## src/logic/iopm_pkg.sv

```systemverilog
package iopm_pkg;

	// ==========================================================
	// Command opcodes from the processor core
	typedef enum logic [4:0] {
		OP_PORT_ON        = 5'h00,
		OP_PORT_OFF       = 5'h01,
		OP_MODE_DATA      = 5'h02,
		OP_MODE_CLOCK     = 5'h03,
		OP_MODE_READY     = 5'h04,
		OP_DRIVE          = 5'h05,
		OP_DRIVE_LOW      = 5'h06,
		OP_PULL_UP        = 5'h07,
		OP_PULL_DOWN      = 5'h08,
		OP_PULL_NONE      = 5'h09,
		OP_PORT_CONTROL   = 5'h0a,
		OP_INV            = 5'h0b,
		OP_NO_INV         = 5'h0c,
		OP_SHIFT_COUNT    = 5'h0d,
		OP_PAD_DELAY      = 5'h0e,
		OP_SAMPLE_FALL    = 5'h0f,
		OP_SAMPLE_RISE    = 5'h10,
		OP_DIR_IN         = 5'h11,
		OP_DIR_OUT        = 5'h12
	} iopm_op_type;

	// ==========================================================
	// Argument codes carried by the port control command
	localparam logic [7:0] ROLE_MASTER_CODE     = 8'h01;
	localparam logic [7:0] ROLE_SLAVE_CODE      = 8'h02;
	localparam logic [7:0] READY_NONE_CODE      = 8'h03;
	localparam logic [7:0] READY_STROBED_CODE   = 8'h04;
	localparam logic [7:0] READY_HANDSHAKE_CODE = 8'h05;

	typedef enum logic [1:0] {
		PIN_DATA  = 2'h0,
		PIN_CLOCK = 2'h1,
		PIN_READY = 2'h2
	} iopm_pin_mode_type;

	typedef enum logic [1:0] {
		RDY_NONE      = 2'h0,
		RDY_STROBED   = 2'h1,
		RDY_HANDSHAKE = 2'h2
	} iopm_rdy_mode_type;

	// ==========================================================
	// Pad delay limits, in processor-clock cycles
	localparam int          PAD_DELAY_MAX     = 5;
	localparam logic [2:0]  PAD_DELAY_MAX_ARG = 3'h5;
	localparam logic [2:0]  PAD_DELAY_DEFAULT = 3'h0;

	typedef struct packed {
		iopm_op_type op;
		logic [7:0]  arg;
	} iopm_cmd_type;

	typedef struct packed {
		logic              on;
		iopm_pin_mode_type pin_mode;
		logic              drive_low;
		logic              pull_up;
		logic              pull_down;
		logic              master;
		iopm_rdy_mode_type rdy_mode;
		logic              inv;
		logic              sample_fall;
		logic              dir_out;
		logic [2:0]        pad_delay;
	} iopm_cfg_type;

	// Settings loaded on every turn-on
	localparam iopm_cfg_type CFG_DEFAULT = '{
		on: 1'b1, pin_mode: PIN_DATA, drive_low: 1'b0, pull_up: 1'b0,
		pull_down: 1'b0, master: 1'b1, rdy_mode: RDY_NONE, inv: 1'b0,
		sample_fall: 1'b0, dir_out: 1'b0, pad_delay: PAD_DELAY_DEFAULT};

	// Settings after chip reset: port off
	localparam iopm_cfg_type CFG_RESET = '{
		on: 1'b0, pin_mode: PIN_DATA, drive_low: 1'b0, pull_up: 1'b0,
		pull_down: 1'b0, master: 1'b1, rdy_mode: RDY_NONE, inv: 1'b0,
		sample_fall: 1'b0, dir_out: 1'b0, pad_delay: PAD_DELAY_DEFAULT};

endpackage

```

## src/logic/iopm_port.sv

```systemverilog
// Summary of operation
// - Turn-on loads defaults, also when already on
// - Off twice is harmless; use while off excepts
// - Data mode default; outputs set pin value
// - Clock mode drives port clock; 1-bit only
// - Ready mode drives ready source; 1-bit only
// - Drive mode drives pins, clears pulls
// - Drive-low: 0 pulls low, 1 floats
// - Pull-up selects drive-low or excepts
// - Pull-down selects drive-low or excepts
// - Pull none clears pulls, restores drive
// - Control command sets master or slave
// - Control command sets none/strobed/handshake ready
// - Inversion 1-bit only, inverts both directions
// - Shift count: nonzero, below width, aligned
// - Partial input lands in top bits
// - Partial output shifts count bits only
// - Pad delay 0 to 5 cycles
// - Shared pin uses highest-priority port delay
// - Sample on rising edge, falling after sample-fall command
// - Handshake output gated by ready-in, flags ready-out
// - Strobed master input: ready-out when not full
`timescale 1ns/1ps
module iopm_port
	import iopm_pkg::*;
#(
	parameter int PORT_WIDTH    = 1,
	parameter int XFER_WIDTH    = 32,
	parameter bit HAS_PULL_UP   = 1'b1,
	parameter bit HAS_PULL_DOWN = 1'b0
) (
	input  wire logic                  clk_i,
	input  wire logic                  reset_n_i,
	input  wire logic                  cmd_valid_i,
	input  wire iopm_cmd_type          cmd_i,
	output logic                       exception_o,
	input  wire logic                  out_valid_i,
	input  wire logic [XFER_WIDTH-1:0] out_data_i,
	output logic                       out_ready_o,
	output logic                       in_valid_o,
	output logic [XFER_WIDTH-1:0]      in_data_o,
	input  wire logic                  in_ready_i,
	input  wire logic                  port_clk_i,
	input  wire logic [PORT_WIDTH-1:0] pin_i,
	output logic [PORT_WIDTH-1:0]      pin_o,
	output logic [PORT_WIDTH-1:0]      pin_oe_o,
	output logic                       pull_up_o,
	output logic                       pull_down_o,
	input  wire logic                  ready_in_i,
	output logic                       ready_out_o,
	input  wire logic                  ready_src_i,
	output logic                       clk_src_o,
	input  wire logic                  prio_delay_valid_i,
	input  wire logic [2:0]            prio_delay_i
);

	localparam int CNT_W = $clog2(XFER_WIDTH + 1);
	localparam logic [CNT_W-1:0] PW_CNT = CNT_W'(PORT_WIDTH);
	localparam logic [CNT_W-1:0] XW_CNT = CNT_W'(XFER_WIDTH);

	// Parameter sanity at elaboration: arguments are 8 bits, words split evenly
	if (PORT_WIDTH < 1 || XFER_WIDTH < PORT_WIDTH || XFER_WIDTH > 255 ||
			(XFER_WIDTH % PORT_WIDTH) != 0 || (HAS_PULL_UP && HAS_PULL_DOWN)) begin : g_bad_param
		$error("iopm_port: unsupported parameter set");
	end

	// ==========================================================
	// Configuration and command decode
	iopm_cfg_type     cfg_q;
	logic [CNT_W-1:0] psc_q;
	logic             psc_set_q;
	logic             psc_used;
	logic             flush_q;
	logic             exc_q;

	localparam bit ONE_BIT = (PORT_WIDTH == 1);

	// True when a shift count argument may be accepted
	function automatic logic psc_ok(input logic [7:0] n);
		psc_ok = (n != 8'h00) && (32'(n) < XFER_WIDTH) && ((32'(n) % PORT_WIDTH) == 0);
	endfunction

	// Command process; rejected commands leave every setting untouched
	always_ff @(posedge clk_i or negedge reset_n_i) begin
		if (!reset_n_i) begin
			cfg_q     <= CFG_RESET;
			psc_q     <= '0;
			psc_set_q <= 1'b0;
			flush_q   <= 1'b0;
			exc_q     <= 1'b0;
		end else begin
			flush_q <= 1'b0;
			exc_q   <= 1'b0; // Last refusal below wins
			if (psc_used)
				psc_set_q <= 1'b0;
			if (out_valid_i && !cfg_q.on)
				exc_q <= 1'b1;
			if (cmd_valid_i) begin
				if (cmd_i.op == OP_PORT_ON) begin
					cfg_q     <= CFG_DEFAULT;
					psc_set_q <= 1'b0;
					flush_q   <= 1'b1;
				end else if (cmd_i.op == OP_PORT_OFF) begin
					cfg_q.on <= 1'b0;
				end else if (!cfg_q.on) begin
					exc_q <= 1'b1;
				end else begin
					case (cmd_i.op)
						OP_MODE_DATA: cfg_q.pin_mode <= PIN_DATA;
						OP_MODE_CLOCK: begin
							if (ONE_BIT) cfg_q.pin_mode <= PIN_CLOCK;
							else exc_q <= 1'b1;
						end
						OP_MODE_READY: begin
							if (ONE_BIT) cfg_q.pin_mode <= PIN_READY;
							else exc_q <= 1'b1;
						end
						OP_DRIVE, OP_PULL_NONE: begin
							cfg_q.drive_low <= 1'b0;
							cfg_q.pull_up   <= 1'b0;
							cfg_q.pull_down <= 1'b0;
						end
						OP_DRIVE_LOW: begin
							cfg_q.drive_low <= 1'b1;
							cfg_q.pull_up   <= HAS_PULL_UP;
							cfg_q.pull_down <= HAS_PULL_DOWN;
						end
						OP_PULL_UP: begin
							if (HAS_PULL_UP) begin
								cfg_q.pull_up   <= 1'b1;
								cfg_q.drive_low <= 1'b1;
							end else exc_q <= 1'b1;
						end
						OP_PULL_DOWN: begin
							if (HAS_PULL_DOWN) begin
								cfg_q.pull_down <= 1'b1;
								cfg_q.drive_low <= 1'b1;
							end else exc_q <= 1'b1;
						end
						OP_PORT_CONTROL: begin
							case (cmd_i.arg)
								ROLE_MASTER_CODE: cfg_q.master <= 1'b1;
								ROLE_SLAVE_CODE: cfg_q.master <= 1'b0;
								READY_NONE_CODE: cfg_q.rdy_mode <= RDY_NONE;
								READY_STROBED_CODE: cfg_q.rdy_mode <= RDY_STROBED;
								READY_HANDSHAKE_CODE: cfg_q.rdy_mode <= RDY_HANDSHAKE;
								default: exc_q <= 1'b1;
							endcase
						end
						OP_INV: begin
							if (ONE_BIT) cfg_q.inv <= 1'b1;
							else exc_q <= 1'b1;
						end
						OP_NO_INV: cfg_q.inv <= 1'b0;
						OP_SHIFT_COUNT: begin
							if (psc_ok(cmd_i.arg)) begin
								psc_q     <= CNT_W'(cmd_i.arg);
								psc_set_q <= 1'b1; // Set wins over use
							end else exc_q <= 1'b1;
						end
						OP_PAD_DELAY: begin
							if (cmd_i.arg <= 8'(PAD_DELAY_MAX_ARG))
								cfg_q.pad_delay <= cmd_i.arg[2:0];
							else exc_q <= 1'b1;
						end
						OP_SAMPLE_FALL: cfg_q.sample_fall <= 1'b1;
						OP_SAMPLE_RISE: cfg_q.sample_fall <= 1'b0;
						OP_DIR_IN: cfg_q.dir_out <= 1'b0;
						OP_DIR_OUT: cfg_q.dir_out <= 1'b1;
						default: exc_q <= 1'b1;
					endcase
				end
			end
		end
	end

	// ==========================================================
	// Pin synchronisers: a change counts once stages two and three agree
	logic [2:0]            pclk_sync_q;
	logic                  pclk_lvl_q;
	logic [PORT_WIDTH-1:0] pin_s1_q, pin_s2_q, pin_s3_q, pin_lvl_q;
	logic [2:0]            rdy_sync_q;
	logic                  rdy_lvl_q;
	logic                  rise_ev, fall_ev;

	always_ff @(posedge clk_i or negedge reset_n_i) begin
		if (!reset_n_i) begin
			pclk_sync_q <= '0;
			pclk_lvl_q  <= 1'b0;
			pin_s1_q    <= '0;
			pin_s2_q    <= '0;
			pin_s3_q    <= '0;
			pin_lvl_q   <= '0;
			rdy_sync_q  <= '0;
			rdy_lvl_q   <= 1'b0;
		end else begin
			pclk_sync_q <= {pclk_sync_q[1:0], port_clk_i};
			if (pclk_sync_q[1] == pclk_sync_q[2])
				pclk_lvl_q <= pclk_sync_q[2];
			pin_s1_q <= pin_i;
			pin_s2_q <= pin_s1_q;
			pin_s3_q <= pin_s2_q;
			for (int b = 0; b < PORT_WIDTH; b++) begin
				if (pin_s2_q[b] == pin_s3_q[b])
					pin_lvl_q[b] <= pin_s3_q[b];
			end
			rdy_sync_q <= {rdy_sync_q[1:0], ready_in_i};
			if (rdy_sync_q[1] == rdy_sync_q[2])
				rdy_lvl_q <= rdy_sync_q[2];
		end
	end

	// Edges of the port clock as seen after filtering
	assign rise_ev = (pclk_sync_q[1] == pclk_sync_q[2]) && pclk_sync_q[2] && !pclk_lvl_q;
	assign fall_ev = (pclk_sync_q[1] == pclk_sync_q[2]) && !pclk_sync_q[2] && pclk_lvl_q;

	// ==========================================================
	// Input pad delay line
	logic [PAD_DELAY_MAX:1][PORT_WIDTH-1:0] dly_q;
	logic [2:0]                             dly_sel;
	logic [PORT_WIDTH-1:0]                  smp;

	genvar k;
	generate
		for (k = 1; k <= PAD_DELAY_MAX; k++) begin : g_dly
			always_ff @(posedge clk_i or negedge reset_n_i) begin
				if (!reset_n_i) dly_q[k] <= '0;
				else dly_q[k] <= (k == 1) ? pin_lvl_q : dly_q[(k > 1) ? k-1 : 1];
			end
		end
	endgenerate

	// A higher-priority port on the same pin overrides our delay
	assign dly_sel = prio_delay_valid_i ? prio_delay_i : cfg_q.pad_delay;
	assign smp = ((dly_sel == 3'h0) ? pin_lvl_q :
			(dly_sel > PAD_DELAY_MAX_ARG) ? dly_q[PAD_DELAY_MAX] : dly_q[dly_sel]) ^
			{PORT_WIDTH{cfg_q.inv}};

	// ==========================================================
	// Input path: shift-in and two-entry buffer toward the core
	logic                  smp_ev;
	logic                  strobe_req_q;
	logic                  rdy_seen_q;
	logic [XFER_WIDTH-1:0] in_sh_q;
	logic [CNT_W-1:0]      in_cnt_q;
	logic [CNT_W-1:0]      xfer_len;
	logic                  take_in, push, pop;
	logic [XFER_WIDTH-1:0] push_data;
	logic                  head_v_q, spare_v_q;
	logic [XFER_WIDTH-1:0] spare_q;

	assign smp_ev   = cfg_q.sample_fall ? fall_ev : rise_ev;
	assign xfer_len = psc_set_q ? psc_q : XW_CNT;

	// Sampling decision per ready mode; strobed slaves follow ready-in
	always_comb begin
		take_in = 1'b0;
		if (cfg_q.on && !cfg_q.dir_out && smp_ev) begin
			case (cfg_q.rdy_mode)
				RDY_NONE: take_in = 1'b1;
				RDY_STROBED: take_in = cfg_q.master ? strobe_req_q : rdy_lvl_q;
				RDY_HANDSHAKE: take_in = strobe_req_q && rdy_lvl_q;
				default: take_in = 1'b0;
			endcase
		end
	end

	// New bits enter at the top, so a short word ends up in the MSBs
	assign push_data = {smp, in_sh_q[XFER_WIDTH-1:PORT_WIDTH]};
	assign push      = take_in && (CNT_W'(in_cnt_q + PW_CNT) >= xfer_len);
	assign pop       = head_v_q && in_ready_i;

	always_ff @(posedge clk_i or negedge reset_n_i) begin
		if (!reset_n_i) begin
			in_sh_q  <= '0;
			in_cnt_q <= '0;
		end else if (flush_q) begin
			in_cnt_q <= '0;
		end else if (take_in) begin
			in_sh_q  <= push_data;
			in_cnt_q <= push ? '0 : CNT_W'(in_cnt_q + PW_CNT);
		end
	end

	// Two-entry buffer; a stalled core loses no word until both fill
	always_ff @(posedge clk_i or negedge reset_n_i) begin
		if (!reset_n_i) begin
			head_v_q  <= 1'b0;
			spare_v_q <= 1'b0;
			in_data_o <= '0;
			spare_q   <= '0;
		end else if (flush_q) begin
			head_v_q  <= 1'b0;
			spare_v_q <= 1'b0;
		end else begin
			if (!head_v_q || pop) begin
				if (spare_v_q) begin
					in_data_o <= spare_q;
					head_v_q  <= 1'b1;
					spare_v_q <= push;
					spare_q   <= push_data;
				end else begin
					head_v_q  <= push;
					in_data_o <= push ? push_data : in_data_o;
				end
			end else if (push && !spare_v_q) begin
				spare_v_q <= 1'b1;
				spare_q   <= push_data;
			end
		end
	end
	assign in_valid_o = head_v_q;

	// ==========================================================
	// Output path: staging word and shift-out on falling edges
	logic                  stage_v_q;
	logic [XFER_WIDTH-1:0] stage_q;
	logic [XFER_WIDTH-1:0] out_sh_q;
	logic [CNT_W-1:0]      out_left_q;
	logic                  may_out, drive_ev, load_ev, accept;
	logic [PORT_WIDTH-1:0] out_val_q;

	// Handshake and strobed slave wait for the last sampled ready-in
	always_comb begin
		case (cfg_q.rdy_mode)
			RDY_NONE: may_out = 1'b1;
			RDY_STROBED: may_out = cfg_q.master || rdy_seen_q;
			RDY_HANDSHAKE: may_out = rdy_seen_q;
			default: may_out = 1'b0;
		endcase
	end

	assign load_ev  = (out_left_q == '0) && stage_v_q;
	assign drive_ev = cfg_q.on && cfg_q.dir_out && fall_ev && may_out &&
			((out_left_q != '0) || stage_v_q);
	assign accept   = out_valid_i && out_ready_o;
	assign psc_used = (drive_ev && load_ev) || push;

	always_ff @(posedge clk_i or negedge reset_n_i) begin
		if (!reset_n_i) begin
			stage_v_q   <= 1'b0;
			stage_q     <= '0;
			out_sh_q    <= '0;
			out_left_q  <= '0;
			out_val_q   <= '0;
			out_ready_o <= 1'b0;
		end else if (flush_q) begin
			stage_v_q   <= 1'b0;
			out_left_q  <= '0;
			out_ready_o <= 1'b1;
		end else begin
			if (drive_ev && load_ev) begin
				out_val_q  <= stage_q[PORT_WIDTH-1:0];
				out_sh_q   <= stage_q >> PORT_WIDTH;
				out_left_q <= CNT_W'(xfer_len - PW_CNT);
			end else if (drive_ev) begin
				out_val_q  <= out_sh_q[PORT_WIDTH-1:0];
				out_sh_q   <= out_sh_q >> PORT_WIDTH;
				out_left_q <= CNT_W'(out_left_q - PW_CNT);
			end
			if (accept) begin
				stage_v_q <= 1'b1;
				stage_q   <= out_data_i;
			end else if (drive_ev && load_ev) begin
				stage_v_q <= 1'b0;
			end
			out_ready_o <= cfg_q.on && !(accept || (stage_v_q && !(drive_ev && load_ev)));
		end
	end

	// ==========================================================
	// Ready handshake signals, updated on port clock edges
	always_ff @(posedge clk_i or negedge reset_n_i) begin
		if (!reset_n_i) begin
			rdy_seen_q   <= 1'b0;
			strobe_req_q <= 1'b0;
			ready_out_o  <= 1'b0;
		end else begin
			if (smp_ev)
				rdy_seen_q <= rdy_lvl_q;
			if (!cfg_q.on || cfg_q.rdy_mode == RDY_NONE) begin
				ready_out_o  <= 1'b0;
				strobe_req_q <= 1'b0;
			end else if (fall_ev) begin
				if (cfg_q.dir_out) begin
					ready_out_o <= drive_ev;
				end else begin
					strobe_req_q <= !spare_v_q;
					ready_out_o  <= !spare_v_q;
				end
			end else if (take_in) begin
				strobe_req_q <= 1'b0;
			end
		end
	end

	// ==========================================================
	// Pin drivers, pulls and clock-source view
	always_ff @(posedge clk_i or negedge reset_n_i) begin
		if (!reset_n_i) begin
			pin_o       <= '0;
			pin_oe_o    <= '0;
			pull_up_o   <= 1'b0;
			pull_down_o <= 1'b0;
			clk_src_o   <= 1'b0;
			exception_o <= 1'b0;
		end else begin
			exception_o <= exc_q;
			pull_up_o   <= cfg_q.on && cfg_q.pull_up;
			pull_down_o <= cfg_q.on && cfg_q.pull_down;
			clk_src_o   <= smp[0];
			if (!cfg_q.on) begin
				pin_oe_o <= '0;
			end else if (cfg_q.pin_mode == PIN_CLOCK) begin
				pin_o    <= {PORT_WIDTH{pclk_lvl_q ^ cfg_q.inv}};
				pin_oe_o <= '1;
			end else if (cfg_q.pin_mode == PIN_READY) begin
				pin_o    <= {PORT_WIDTH{ready_src_i ^ cfg_q.inv}};
				pin_oe_o <= '1;
			end else if (!cfg_q.dir_out) begin
				pin_oe_o <= '0;
			end else if (cfg_q.drive_low) begin
				pin_o    <= '0;
				pin_oe_o <= ~(out_val_q ^ {PORT_WIDTH{cfg_q.inv}});
			end else begin
				pin_o    <= out_val_q ^ {PORT_WIDTH{cfg_q.inv}};
				pin_oe_o <= '1;
			end
		end
	end

endmodule

```

## config.mk

```make
export PLATFORM = sky130hd
export DESIGN_NAME = iopm_port
export DESIGN_NICKNAME = d
export VERILOG_FILES = /design/src/logic/iopm_pkg.sv /design/src/logic/iopm_port.sv
export SDC_FILE = /design/constraint.sdc
export NUM_CORES = 1
export LEC_CHECK = 0
export BUFFER_PORTS_ARGS = -buffer_cell sky130_fd_sc_hd__buf_2
export CAP_MARGIN = 20
export CORE_MARGIN = 4
export CORE_UTILIZATION = 50
export CTS_CLUSTER_DIAMETER = 60
export DETAILED_ROUTE_END_ITERATION = 8
export GPL_ROUTABILITY_DRIVEN = 0
export GPL_TIMING_DRIVEN = 0
export PLACE_DENSITY = 0.69
export SLEW_MARGIN = 20
export SYNTH_ARGS = -nofsm -noshare
export SYNTH_HDL_FRONTEND = slang
export SYNTH_SLANG_ARGS = --single-unit
```

## constraint.sdc

```tcl
create_clock -name clk_i -period 9.3 [get_ports clk_i]
set_clock_uncertainty 0.15 [all_clocks]
set_input_delay 0.465 -clock clk_i [delete_from_list [all_inputs] [get_ports clk_i]]
set_output_delay 0.465 -clock clk_i [all_outputs]
set_load 0.02 [all_outputs]
```

==> results of run 1 <==
[cell usage after synthesis (11+ instances only)]
| cell type | n | area [sq um] |
|---|---|---|
| a21oi_1 | 17 | 85.1 |
| buf_2 | 11 | 55.1 |
| clkbuf_1 | 21 | 78.8 |
| dfrtp_1 | 221 | 5530 |
| inv_1 | 11 | 41.3 |
| mux2_2 | 74 | 833 |
| mux2_4 | 30 | 450 |
| mux2i_1 | 67 | 671 |
| nand2_1 | 105 | 394 |
| nand2b_1 | 12 | 75.1 |
| nor2_1 | 21 | 78.8 |
| nor3_1 | 11 | 55.1 |
| o21ai_0 | 71 | 355 |
| o21ai_1 | 11 | 55.1 |
[power by group through the flow]
stage / Sequential [W] / Clock [W] / Combinational [W]
2_1_floorplan: 0.00114 / 0 / 0.000184
6_report: 0.00114 / 0.000964 / 0.000265
3_3_place_gp: 0.00116 / 0 / 0.000255
3_5_place_dp: 0.00116 / 0 / 0.000266
4_1_cts: 0.00114 / 0.000993 / 0.000269
5_1_grt: 0.00116 / 0.00103 / 0.000301
[state kept, by name, summed over array words and instances, names as in the netlist, 6 cells and up]
signal and count:
stage_q 32, cfg_q 13, psc_q 6, in_cnt_q 6, spare_q 32, in_sh_q 31
out_sh_q 31, out_left_q 6, in_data_o 32
[cells by family after synthesis]
family                     count (synthesis)  synth area share
xor gates and xnor gates                   8           0.00706
muxes                                    172             0.199
DFF                                      222             0.560
buffers and inverters                     57            0.0313
and+or+nand+nor                          197            0.0950
AOI/OAI and AO/OA                        151            0.0928
other                                      1          0.000378
adders and majority gates                 12            0.0146
[final timing paths]
kind                                    start       endpoint  slack [ns]  depth (start not counted)
worst max-delay path                psc_set_q  in_data_o[29]        6.02                          9
worst min-delay path            out_data_i[8]     stage_q[8]        0.03                          2
worst max register to register      psc_set_q  in_data_o[29]        6.02                          9
worst min register to register  rdy_sync_q[0]  rdy_sync_q[1]        0.20                          0
max in group asynchronous           reset_n_i     rdy_seen_q        7.88                          3
min in group asynchronous           reset_n_i   in_data_o[5]        0.32                          2
[metal layers]
layer | global-route usage | wire length (um) | share of wire | vias to the layer above
li1 | - | - | - | 3158
met1 | 0.273 | 9360 | 0.48 | 3215
met2 | 0.273 | 8760 | 0.45 | 118
met3 | 0.0289 | 801 | 0.041 | 29
met4 | 0.0384 | 392 | 0.020 | 0
met5 | 0 | 0 | 0 | -
[layout by cell type (no fill, tap or decap), types with 6 or more instances in the layout]
master	n
clkbuf_1	24
nand3b_1	6
nor3_1	11
o21ai_0	71
clkbuf_16	25
a31oi_1	10
nor2_1	21
clkinv_2	6
buf_6	9
a211oi_1	6
inv_1	11
nand3_1	8
mux2i_1	67
nor2b_1	8
ha_1	10
nand2_1	105
o21ai_1	11
buf_2	103
mux2_2	74
a21oi_1	17
mux2_4	30
nand2b_1	12
dfrtp_1	221
[stage by stage]
step           std cells  hold WS, ns
3_3_place_gp        1178        0.182
3_5_place_dp        1180        0.191
4_1_cts             1227      0.00275
6_report            1227       0.0262
2_1_floorplan        820       0.0194
5_1_grt             1227       0.0141
[cell type report]
type / count / area share
Tap cell: 265 / 0.0285
Multi-Input combinational cell: 541 / 0.349
Clock buffer: 32 / 0.0594
Clock inverter: 11 / 0.0101
Sequential cell: 222 / 0.477
Inverter: 11 / 0.00355
Buffer: 46 / 0.0231
Timing Repair Buffer: 99 / 0.0490
==> flow_summary.yaml, run 1 <==
timing:
  maxSlewViolCount: 0
  period_minus_slack_ns: 3.28
  post-route-worst-setup-slack_ns: 6.02
  timing.fmax_mhz: 305
  finalSetupViolCount: 0
  setup_total_negative_slack_ns: 0
  timing.final.crit_share: 0.352
  tightest_slew_ns: 0.868
  final_hold_viol_count: 0
  maxSlewHeadroom: 0.416
  grt_setup_unrepaired: "false"
cts:
  clock_tree.htree_level_count: 1
  cts_hold_buf: 4
  clk_pin_slew_ns: 0.06
  postCtsResizedCells: 0
  tritoncts: "built"
  clk_root_buffer_cell: "clkbuf_16"
  clock_latency_ns: 0.51
  numClockSinks: 222
  clockBufferDepth: 3
  tritoncts.num_buffers: 25
  post_cts_buffers: 0
layout:
  multi_input_area_sq_mm: 0.00406
  layout_cell_share_with_drive_strength_beyond_1: 0.286
  area_growth_syn_to_layout_pct: 17.2
  final_cell_area_sq_mm: 0.0116
  fillerInstances: 1619
  antenna_cell_count: 0
  finalNetCount: 1014
  final_core_util: 0.596
  register_area_sq_mm: 0.00556
worst_setup_path:
  slowest_delay_ns: 0.49
  critPathBufInv: 2
  crit_chain: "clkbuf_1, and2_1, ha_1, nand2b_1, a2111oi_1, nor3_1, o221ai_2, clkbuf_1, o21ai_0"
  setup.worst_path.start_class: "flop"
  worstPathMaxFanout: 10
  cp_data_arrival_time_ns: 3.50
  worstPathRequired_ns: 9.52
  path_delay_family: "compound AO/OA/AOI/OAI gates"
  criticalPathCategory: "reg2reg"
  critical_path.most_common_cell: "clkbuf_1"
  critPathCaptureType: "flop"
  critical_path.slowest_cell: "a2111oi_1"
drt:
  number_of_remaining_drc_errors: 0
  vias: 6520
  drt_iter0_markers: 350
  drt_wl_total_um: 19300
  antenna_left: 0
  routedWlPerCell_um: 15.7
  avgViaCountPerCell: 5.31
  drt_pass1_iterations: 4
global_routing:
  initial_antenna_violation_count: 0
  grt_pass1_vias: 6529
  grt_util_all_layers: 0.179
  pin_count_of_the_biggest_net_entering_global_routing: 94
  grt_first_pass_wirelength_um: 33100
  global_route.overflow_total: 0
worst_hold_path:
  worst_hold_path_type: "in2reg"
synth:
  synth-main-ff-cell: "dfrtp_1"
  sequential_to_total_area_share_from_yosys_stat: 0.560
  synth_edf_count: 0
  syn_area_sq_mm: 0.00993
  synthesis.yosys.warnings: 0
  syn-instance-count: 820
  share_of_synthesized_flip_flops_with_an_asynchronous_set_or_reset: 1.00
  syn_avg_cell_area_sq_um: 12.1
  synth_fp_nets: 888
  ys_ff_latch: 222
  synth_cell_type_count: 64
pwr:
  net-switching-power_w: 0.000581
  cell_internal_pwr_w: 0.00179
  share_seq_of_total_power: 0.482
  power.switching_fraction: 0.245
  power_frac_comb: 0.112
  power_per_unit_of_standard_cell_area_mw_per_mm2: 204
  power_frac_clock: 0.406
  cellLeakagePower_nw: 5.42
  vdd.ir_drop.worst_mv: 0.148
  total_design_power_w: 0.00237
placed_design:
  instance_area_after_placement_sq_mm: 0.0108
  placement.setup.worst_slack_ns: 6.01
  place_hpwl_um: 13000
  port_buffers: 93
floorplan:
  core_area_sq_mm: 0.0195
  start_util: 0.508
  die_height_um: 149
  die_w_um: 149
  ios: 99
  row_count: 51
  design.die.area_sq_mm: 0.0222
run_status:
  status: "finished clean"
flow_run:
  timing.max_cap.violations: 0
Note: power is estimated with default switching activity, not from simulation.
==> run 2, diff against run 1 <==
- ABC_AREA: unset -> 1
- clock period: 9.3 -> 3.4 ns (I/O delays scaled with it)
==> flow_summary.yaml, run 2 <==
run_status:
  status: "finished clean"
cts:
  clock_tree.htree_level_count: 1
  clock_latency_ns: 0.51
  numClockSinks: 222
  clk_root_buffer_cell: "clkbuf_16"
  tritoncts: "built"
  tritoncts.num_buffers: 24
  clk_pin_slew_ns: 0.06
  postCtsResizedCells: 0
  clockBufferDepth: 3
worst_setup_path:
  critPathCaptureType: "flop"
  crit_path_end: "spare_q[20]"
  reg2regPathDepth: 12
  rr_startpoint: "in_cnt_q[0]"
  cp_data_arrival_time_ns: 3.10
  r2r-end: "spare_q[20]"
  reg2reg_slack_ns: 0.52
  worstPathRequired_ns: 3.62
  startpoint: "in_cnt_q[0]"
  setup.worst_path.start_class: "flop"
  worstPathMaxFanout: 10
  criticalPathCategory: "reg2reg"
synth:
  adder_cell_share_of_the_synthesized_area: 0.0147
  synthXorXnorAreaFrac: 0.00532
  post-synth-top-area-cell: "dfrtp_1"
  syn-instance-count: 1087
  syn_area_sq_mm: 0.00988
  synth_fp_nets: 1155
  synthesis.yosys.warnings: 0
  synthDominantCellAreaShare: 0.560
  ys_ff_latch: 222
  synth-main-ff-cell: "dfrtp_1"
  synth-compound-area-share: 0.148
  main_combinational_cell_family_by_area_after_synthesis: "simple AND/OR/NAND/NOR gates"
  synth_edf_count: 0
  top_count_cell_post_synth: "nand2_1"
  syn_avg_cell_area_sq_um: 9.09
  share_of_synthesized_flip_flops_with_an_asynchronous_set_or_reset: 1.00
  ys_top_cells_by_area: "dfrtp_1 (56%), nand2_1 (9.6%), o21ai_0 (8.4%)"
  synth_cell_type_count: 43
  synth_top_cells_by_count: "nand2_1 (252), dfrtp_1 (221), o21ai_0 (166)"
  muxShareOfSynthArea: 0.0376
  sequential_to_total_area_share_from_yosys_stat: 0.562
  post_synthesis_simple_gate_area_fraction: 0.168
worst_hold_path:
  worst_hold_path_type: "in2reg"
  worstHoldStart: "cmd_i[7]"
drt:
  avgViaCountPerCell: 5.04
  drt_iter0_markers: 529
  antenna_left: 0
  drt_pass1_iterations: 5
  vias: 7786
  routedWlPerCell_um: 13.6
  number_of_remaining_drc_errors: 0
  drt_wl_total_um: 21000
timing:
  finalSetupViolCount: 0
  period_minus_slack_ns: 2.88
  final_hold_viol_count: 0
  fin_worst_hold_slack_ns: 0.0184
  maxSlewViolCount: 0
  timing.final.crit_share: 0.847
  grt_setup_unrepaired: "false"
  tightest_slew_ns: 0.594
  maxSlewHeadroom: 0.604
  timing.fmax_mhz: 347
global_routing:
  grt_pass1_vias: 7594
  grt_util_met3: 0.0268
  initial_antenna_violation_count: 0
  grt_busiest_layer: "met2"
  global_route.overflow_total: 0
  grt_util_met2: 0.319
  pin_count_of_the_biggest_net_entering_global_routing: 99
  grt_util_all_layers: 0.195
  global_route.usage.met1: 0.276
  grt_first_pass_wirelength_um: 36300
floorplan:
  ios: 99
  die_height_um: 149
  row_count: 51
  start_util: 0.508
  design.die.area_sq_mm: 0.0221
  core_area_sq_mm: 0.0195
  die_w_um: 149
layout:
  finalNetCount: 1330
  layout_top_registers: "in_data_o x32, spare_q x32, stage_q x32"
  layout_cell_share_with_drive_strength_beyond_1: 0.186
  mostFrequentLayoutCell: "nand2_1"
  antenna_cell_count: 0
  layout.cells.most_common_list: "nand2_1 (252), dfrtp_1 (221), o21ai_0 (166), buf_2 (109), inv_1 (100)"
  final_core_util: 0.626
  final_cell_area_sq_mm: 0.0122
  area_growth_syn_to_layout_pct: 23.3
placed_design:
  port_buffers: 95
  place_hpwl_um: 14500
  instance_area_after_placement_sq_mm: 0.0108
pwr:
  power_per_unit_of_standard_cell_area_mw_per_mm2: 631
  cellLeakagePower_nw: 6.04
  vdd.ir_drop.worst_mv: 0.481
flow_run:
  timing.max_cap.violations: 0
==> run 2: cell types whose count changed after synthesis, moves of 12 or more <==
cell,change
inv_1,+89
nor2_1,+55
o21ai_2,+23
o21ai_0,+95
nand2_1,+147
mux2_2,-41
mux2_4,-30
mux2i_1,-67
o21ai_1,+24
nand2b_1,-12
nand3_1,+22
==> run 2: logic make-up (layout without fill, tap and decap cells) <==
family	after synthesis	in the layout
simple gates	398	398
compound gates	265	265
flops	222	222
buf+inv	150	343
mux	33	33
fa+ha+maj	12	12
xor+xnor	6	6
other cells	1	1
==> run 2: how the worst min path moves through the flow <==
stage / endpoint / slack [ns] / cells past startpoint
6_report: cfg_q[8] / 0.02 / 6
3_5_place_dp: pin_s3_q / -0.10 / 1
3_3_place_gp: rdy_sync_q[0] / 0.13 / 1
5_1_grt: in_data_o[21] / 0.07 / 3
4_1_cts: cfg_q[8] / 0.003 / 6
2_1_floorplan: cfg_q[0] / -0.28 / 0
==> run 2: area by class of cell <==
class	count	area [sq um]
buffer	47	245
tap	265	332
inverter	103	387
fill	1640	7280
clock inverter	12	194
multi-input combinational	715	3690
timing repair buffer	149	1070
clock buffer	32	702
sequential	222	5560
==> run 2: routing by layer <==
layer / routed length [um] / share of wire
met3: 1070 / 0.051
met2: 9850 / 0.47
met5: 0 / 0
met4: 389 / 0.019
met1: 9690 / 0.46
==> run 2: critical path, stage by stage, from the launching register on <==
cell and delay, ns:
dfrtp_1 0.41, nand3_1 0.14, nor3_1 0.21, xor2_1 0.24, ha_1 0.28, a21oi_1 0.15
o21a_1 0.14, nand3_1 0.14, nand2_4 0.16, nand2_4 0.07, nand2_4 0.11, clkbuf_1 0.38
o21ai_0 0.15
==> run 2: through the flow <==
step | power, W | setup TNS [ns] | std cells | setup slack, ns
after floorplan | 0.00437 | 0 | 1087 | 1.04
after global placement | 0.00474 | -404.06 | 1447 | -1.85
after detailed placement | 0.00481 | 0 | 1449 | 0.488
after CTS | 0.00777 | 0 | 1545 | 0.466
after global routing | 0.00815 | 0 | 1545 | 0.222
final | 0.00769 | 0 | 1545 | 0.521
==> run 2: report_power, final <==
group,switching (W),internal (W)
clock,0.00105,0.00183
sequential,0.000282,0.00312
combinational,0.000790,0.000615
==> run 2: timing repair <==
action                                 4_1_cts  5_1_grt
buffers inserted                             0        0
endpoints found under the hold margin      279        0
hold buffers                                52        0
==> run 3, diff against run 2 <==
- PLACE_DENSITY: 0.69 -> 0.72
- clock period: 3.4 -> 2.4 ns (I/O delays scaled with it)
==> flow_summary.yaml, run 3 (synthesis gave the netlist of run 2 again) <==
run_status:
  status: "complete, but fails checks"
  violations: "setup timing"
cts:
  numClockSinks: 222
  clk_root_buffer_cell: "clkbuf_16"
  clockBufferDepth: 3
  clock_latency_ns: 0.52
  tritoncts.num_buffers: 25
  tritoncts: "built"
  clock_tree.htree_level_count: 1
  clk_pin_slew_ns: 0.06
floorplan:
  ios: 99
  start_util: 0.508
  design.die.area_sq_mm: 0.0221
  die_height_um: 149
  core_area_sq_mm: 0.0195
  row_count: 51
  die_w_um: 149
global_routing:
  grt_first_pass_wirelength_um: 38600
  grt_busiest_layer: "met2"
  global_route.overflow_total: 0
  initial_antenna_violation_count: 0
  grt_util_met3: 0.0329
  pin_count_of_the_biggest_net_entering_global_routing: 97
  grt_pass1_vias: 8050
  grt_util_all_layers: 0.208
  global_route.usage.met1: 0.285
  grt_util_met2: 0.352
worst_hold_path:
  worst_hold_path_type: "in2reg"
  whs_path_depth: 5
  worstHoldStart: "prio_delay_i[2]"
  min_delay_worst_endpoint: "clk_src_o"
timing:
  final_hold_viol_count: 0
  maxSlewHeadroom: 0.637
  period_minus_slack_ns: 2.57
  tightest_slew_ns: 0.545
  grt_setup_unrepaired: "true"
  fin_worst_hold_slack_ns: 0.0323
  post-route-worst-setup-slack_ns: -0.173
  finalSetupViolCount: 68
  maxSlewViolCount: 0
  timing.final.crit_share: 1.07
  timing.fmax_mhz: 389
worst_setup_path:
  cp_data_arrival_time_ns: 2.83
  critical_path.slowest_cell: "dfrtp_1"
  startpoint: "in_cnt_q[1]"
  r2r-end: "in_data_o[16]"
  reg2regPathDepth: 15
  setup.worst_path.start_class: "flop"
  criticalPathCategory: "reg2reg"
  reg2reg_slack_ns: -0.17
  rr_startpoint: "in_cnt_q[1]"
  worstPathRequired_ns: 2.66
  critPathBufInv: 3
  critPathCaptureType: "flop"
  crit_chain: "nand3_2, nor3_2, xor2_1, ha_1, nand2_2, inv_2, nand4_1, nand3_2, nand2_4, nand2_4, nand3_4, buf_12, clkbuf_16, nand2_2, o21ai_2"
  path_delay_family: "simple AND/OR/NAND/NOR gates"
  slowest_delay_ns: 0.40
  worstPathMaxFanout: 5
layout:
  finalNetCount: 1358
  layout.cells.most_common_list: "nand2_1 (227), dfrtp_1 (221), o21ai_0 (165), buf_2 (102), inv_1 (98)"
  final_cells: 1574
  area_growth_syn_to_layout_pct: 28.6
  mostFrequentLayoutCell: "nand2_1"
  fillerInstances: 1563
  layout_cell_share_with_drive_strength_beyond_1: 0.232
  multi_input_area_sq_mm: 0.00385
  register_area_sq_mm: 0.00556
  antenna_cell_count: 0
  layout_top_registers: "in_data_o x32, spare_q x32, stage_q x32"
pwr:
  power_per_unit_of_standard_cell_area_mw_per_mm2: 853
  total_design_power_w: 0.0108
  vdd.ir_drop.worst_mv: 0.741
  cellLeakagePower_nw: 6.29
drt:
  drt_pass1_iterations: 5
  vias: 8015
  antenna_left: 0
  number_of_remaining_drc_errors: 0
  drt_iter0_markers: 533
  drt_wl_total_um: 22800
  avgViaCountPerCell: 5.09
  routedWlPerCell_um: 14.5
flow_run:
  timing.max_cap.violations: 0
placed_design:
  place_hpwl_um: 14600
  placed_cells: 1449
  port_buffers: 95
==> run 3: cell count changes in the layout (fill, tap and decap cells not counted), moves of 5 or more <==
cell | previous run | this run
buf_12 | 1 | 6
buf_2 | 109 | 102
buf_4 | 1 | 13
clkbuf_1 | 26 | 21
clkbuf_4 | 0 | 5
clkbuf_8 | 5 | 11
dlygate4sd3_1 | 51 | 60
nand2_1 | 252 | 227
nand2_2 | 6 | 27
==> run 3: tightest hold or removal path, cell delays in order <==
cell	delay (ns)
buf_2	0.08
a21oi_1	0.07
nand2_1	0.08
nand3_1	0.08
and2_1	0.21
==> run 3: worst max-delay path by stage <==
stage | to | cells after the start
5_1_grt | in_data_o[19] | 13
2_1_floorplan | in_data_o[10] | 13
4_1_cts | in_data_o[30] | 15
3_3_place_gp | stage_q[15] | 1
3_5_place_dp | spare_q[16] | 12
6_report | in_data_o[16] | 15
==> run 3: layer usage <==
metal | share of wire | routed length [um]
met5 | 0 | 0
met4 | 0.015 | 344
met3 | 0.048 | 1100
met2 | 0.50 | 11300
met1 | 0.44 | 10000
==> run 3: stage by stage <==
step	instance area, sq um	util	setup TNS [ns]	worst slack [ns]
final	12700	0.653	-8.13	-0.173
after global routing	12700	0.653	-21.49	-0.312
after CTS	12500	0.640	-1.36	-0.0629
after detailed placement	10800	0.553	-18.94	-0.411
after global placement	10700	0.549	-633.65	-2.81
after floorplan	9880	-	0	0.0389
==> run 3: cell type report <==
class	instances	area share
buffer	47	0.0277
clock buffer	35	0.0585
clock inverter	11	0.00689
inverter	103	0.0306
multi-input combinational	715	0.303
sequential	222	0.437
tap	265	0.0261
timing repair buffer	176	0.110
==> run 3: timing repair <==
action	4_1_cts	5_1_grt
gates resized for setup	33	51
setup endpoints to repair	82	117
pin swaps	6	10
setup buffers	7	6
hold endpoints to repair	184	0
gates cloned	2	4
hold buffers	63	0
==> run 3: where the power goes <==
group | total, W | internal [W] | leakage (nW) | switching, W
logic | 0.00222 | 0.00101 | 2.94 | 0.00121
clock network | 0.00378 | 0.00227 | 0.422 | 0.00151
registers | 0.00484 | 0.00442 | 2.92 | 0.000415
total | 0.0108 | 0.00770 | 6.29 | 0.00313
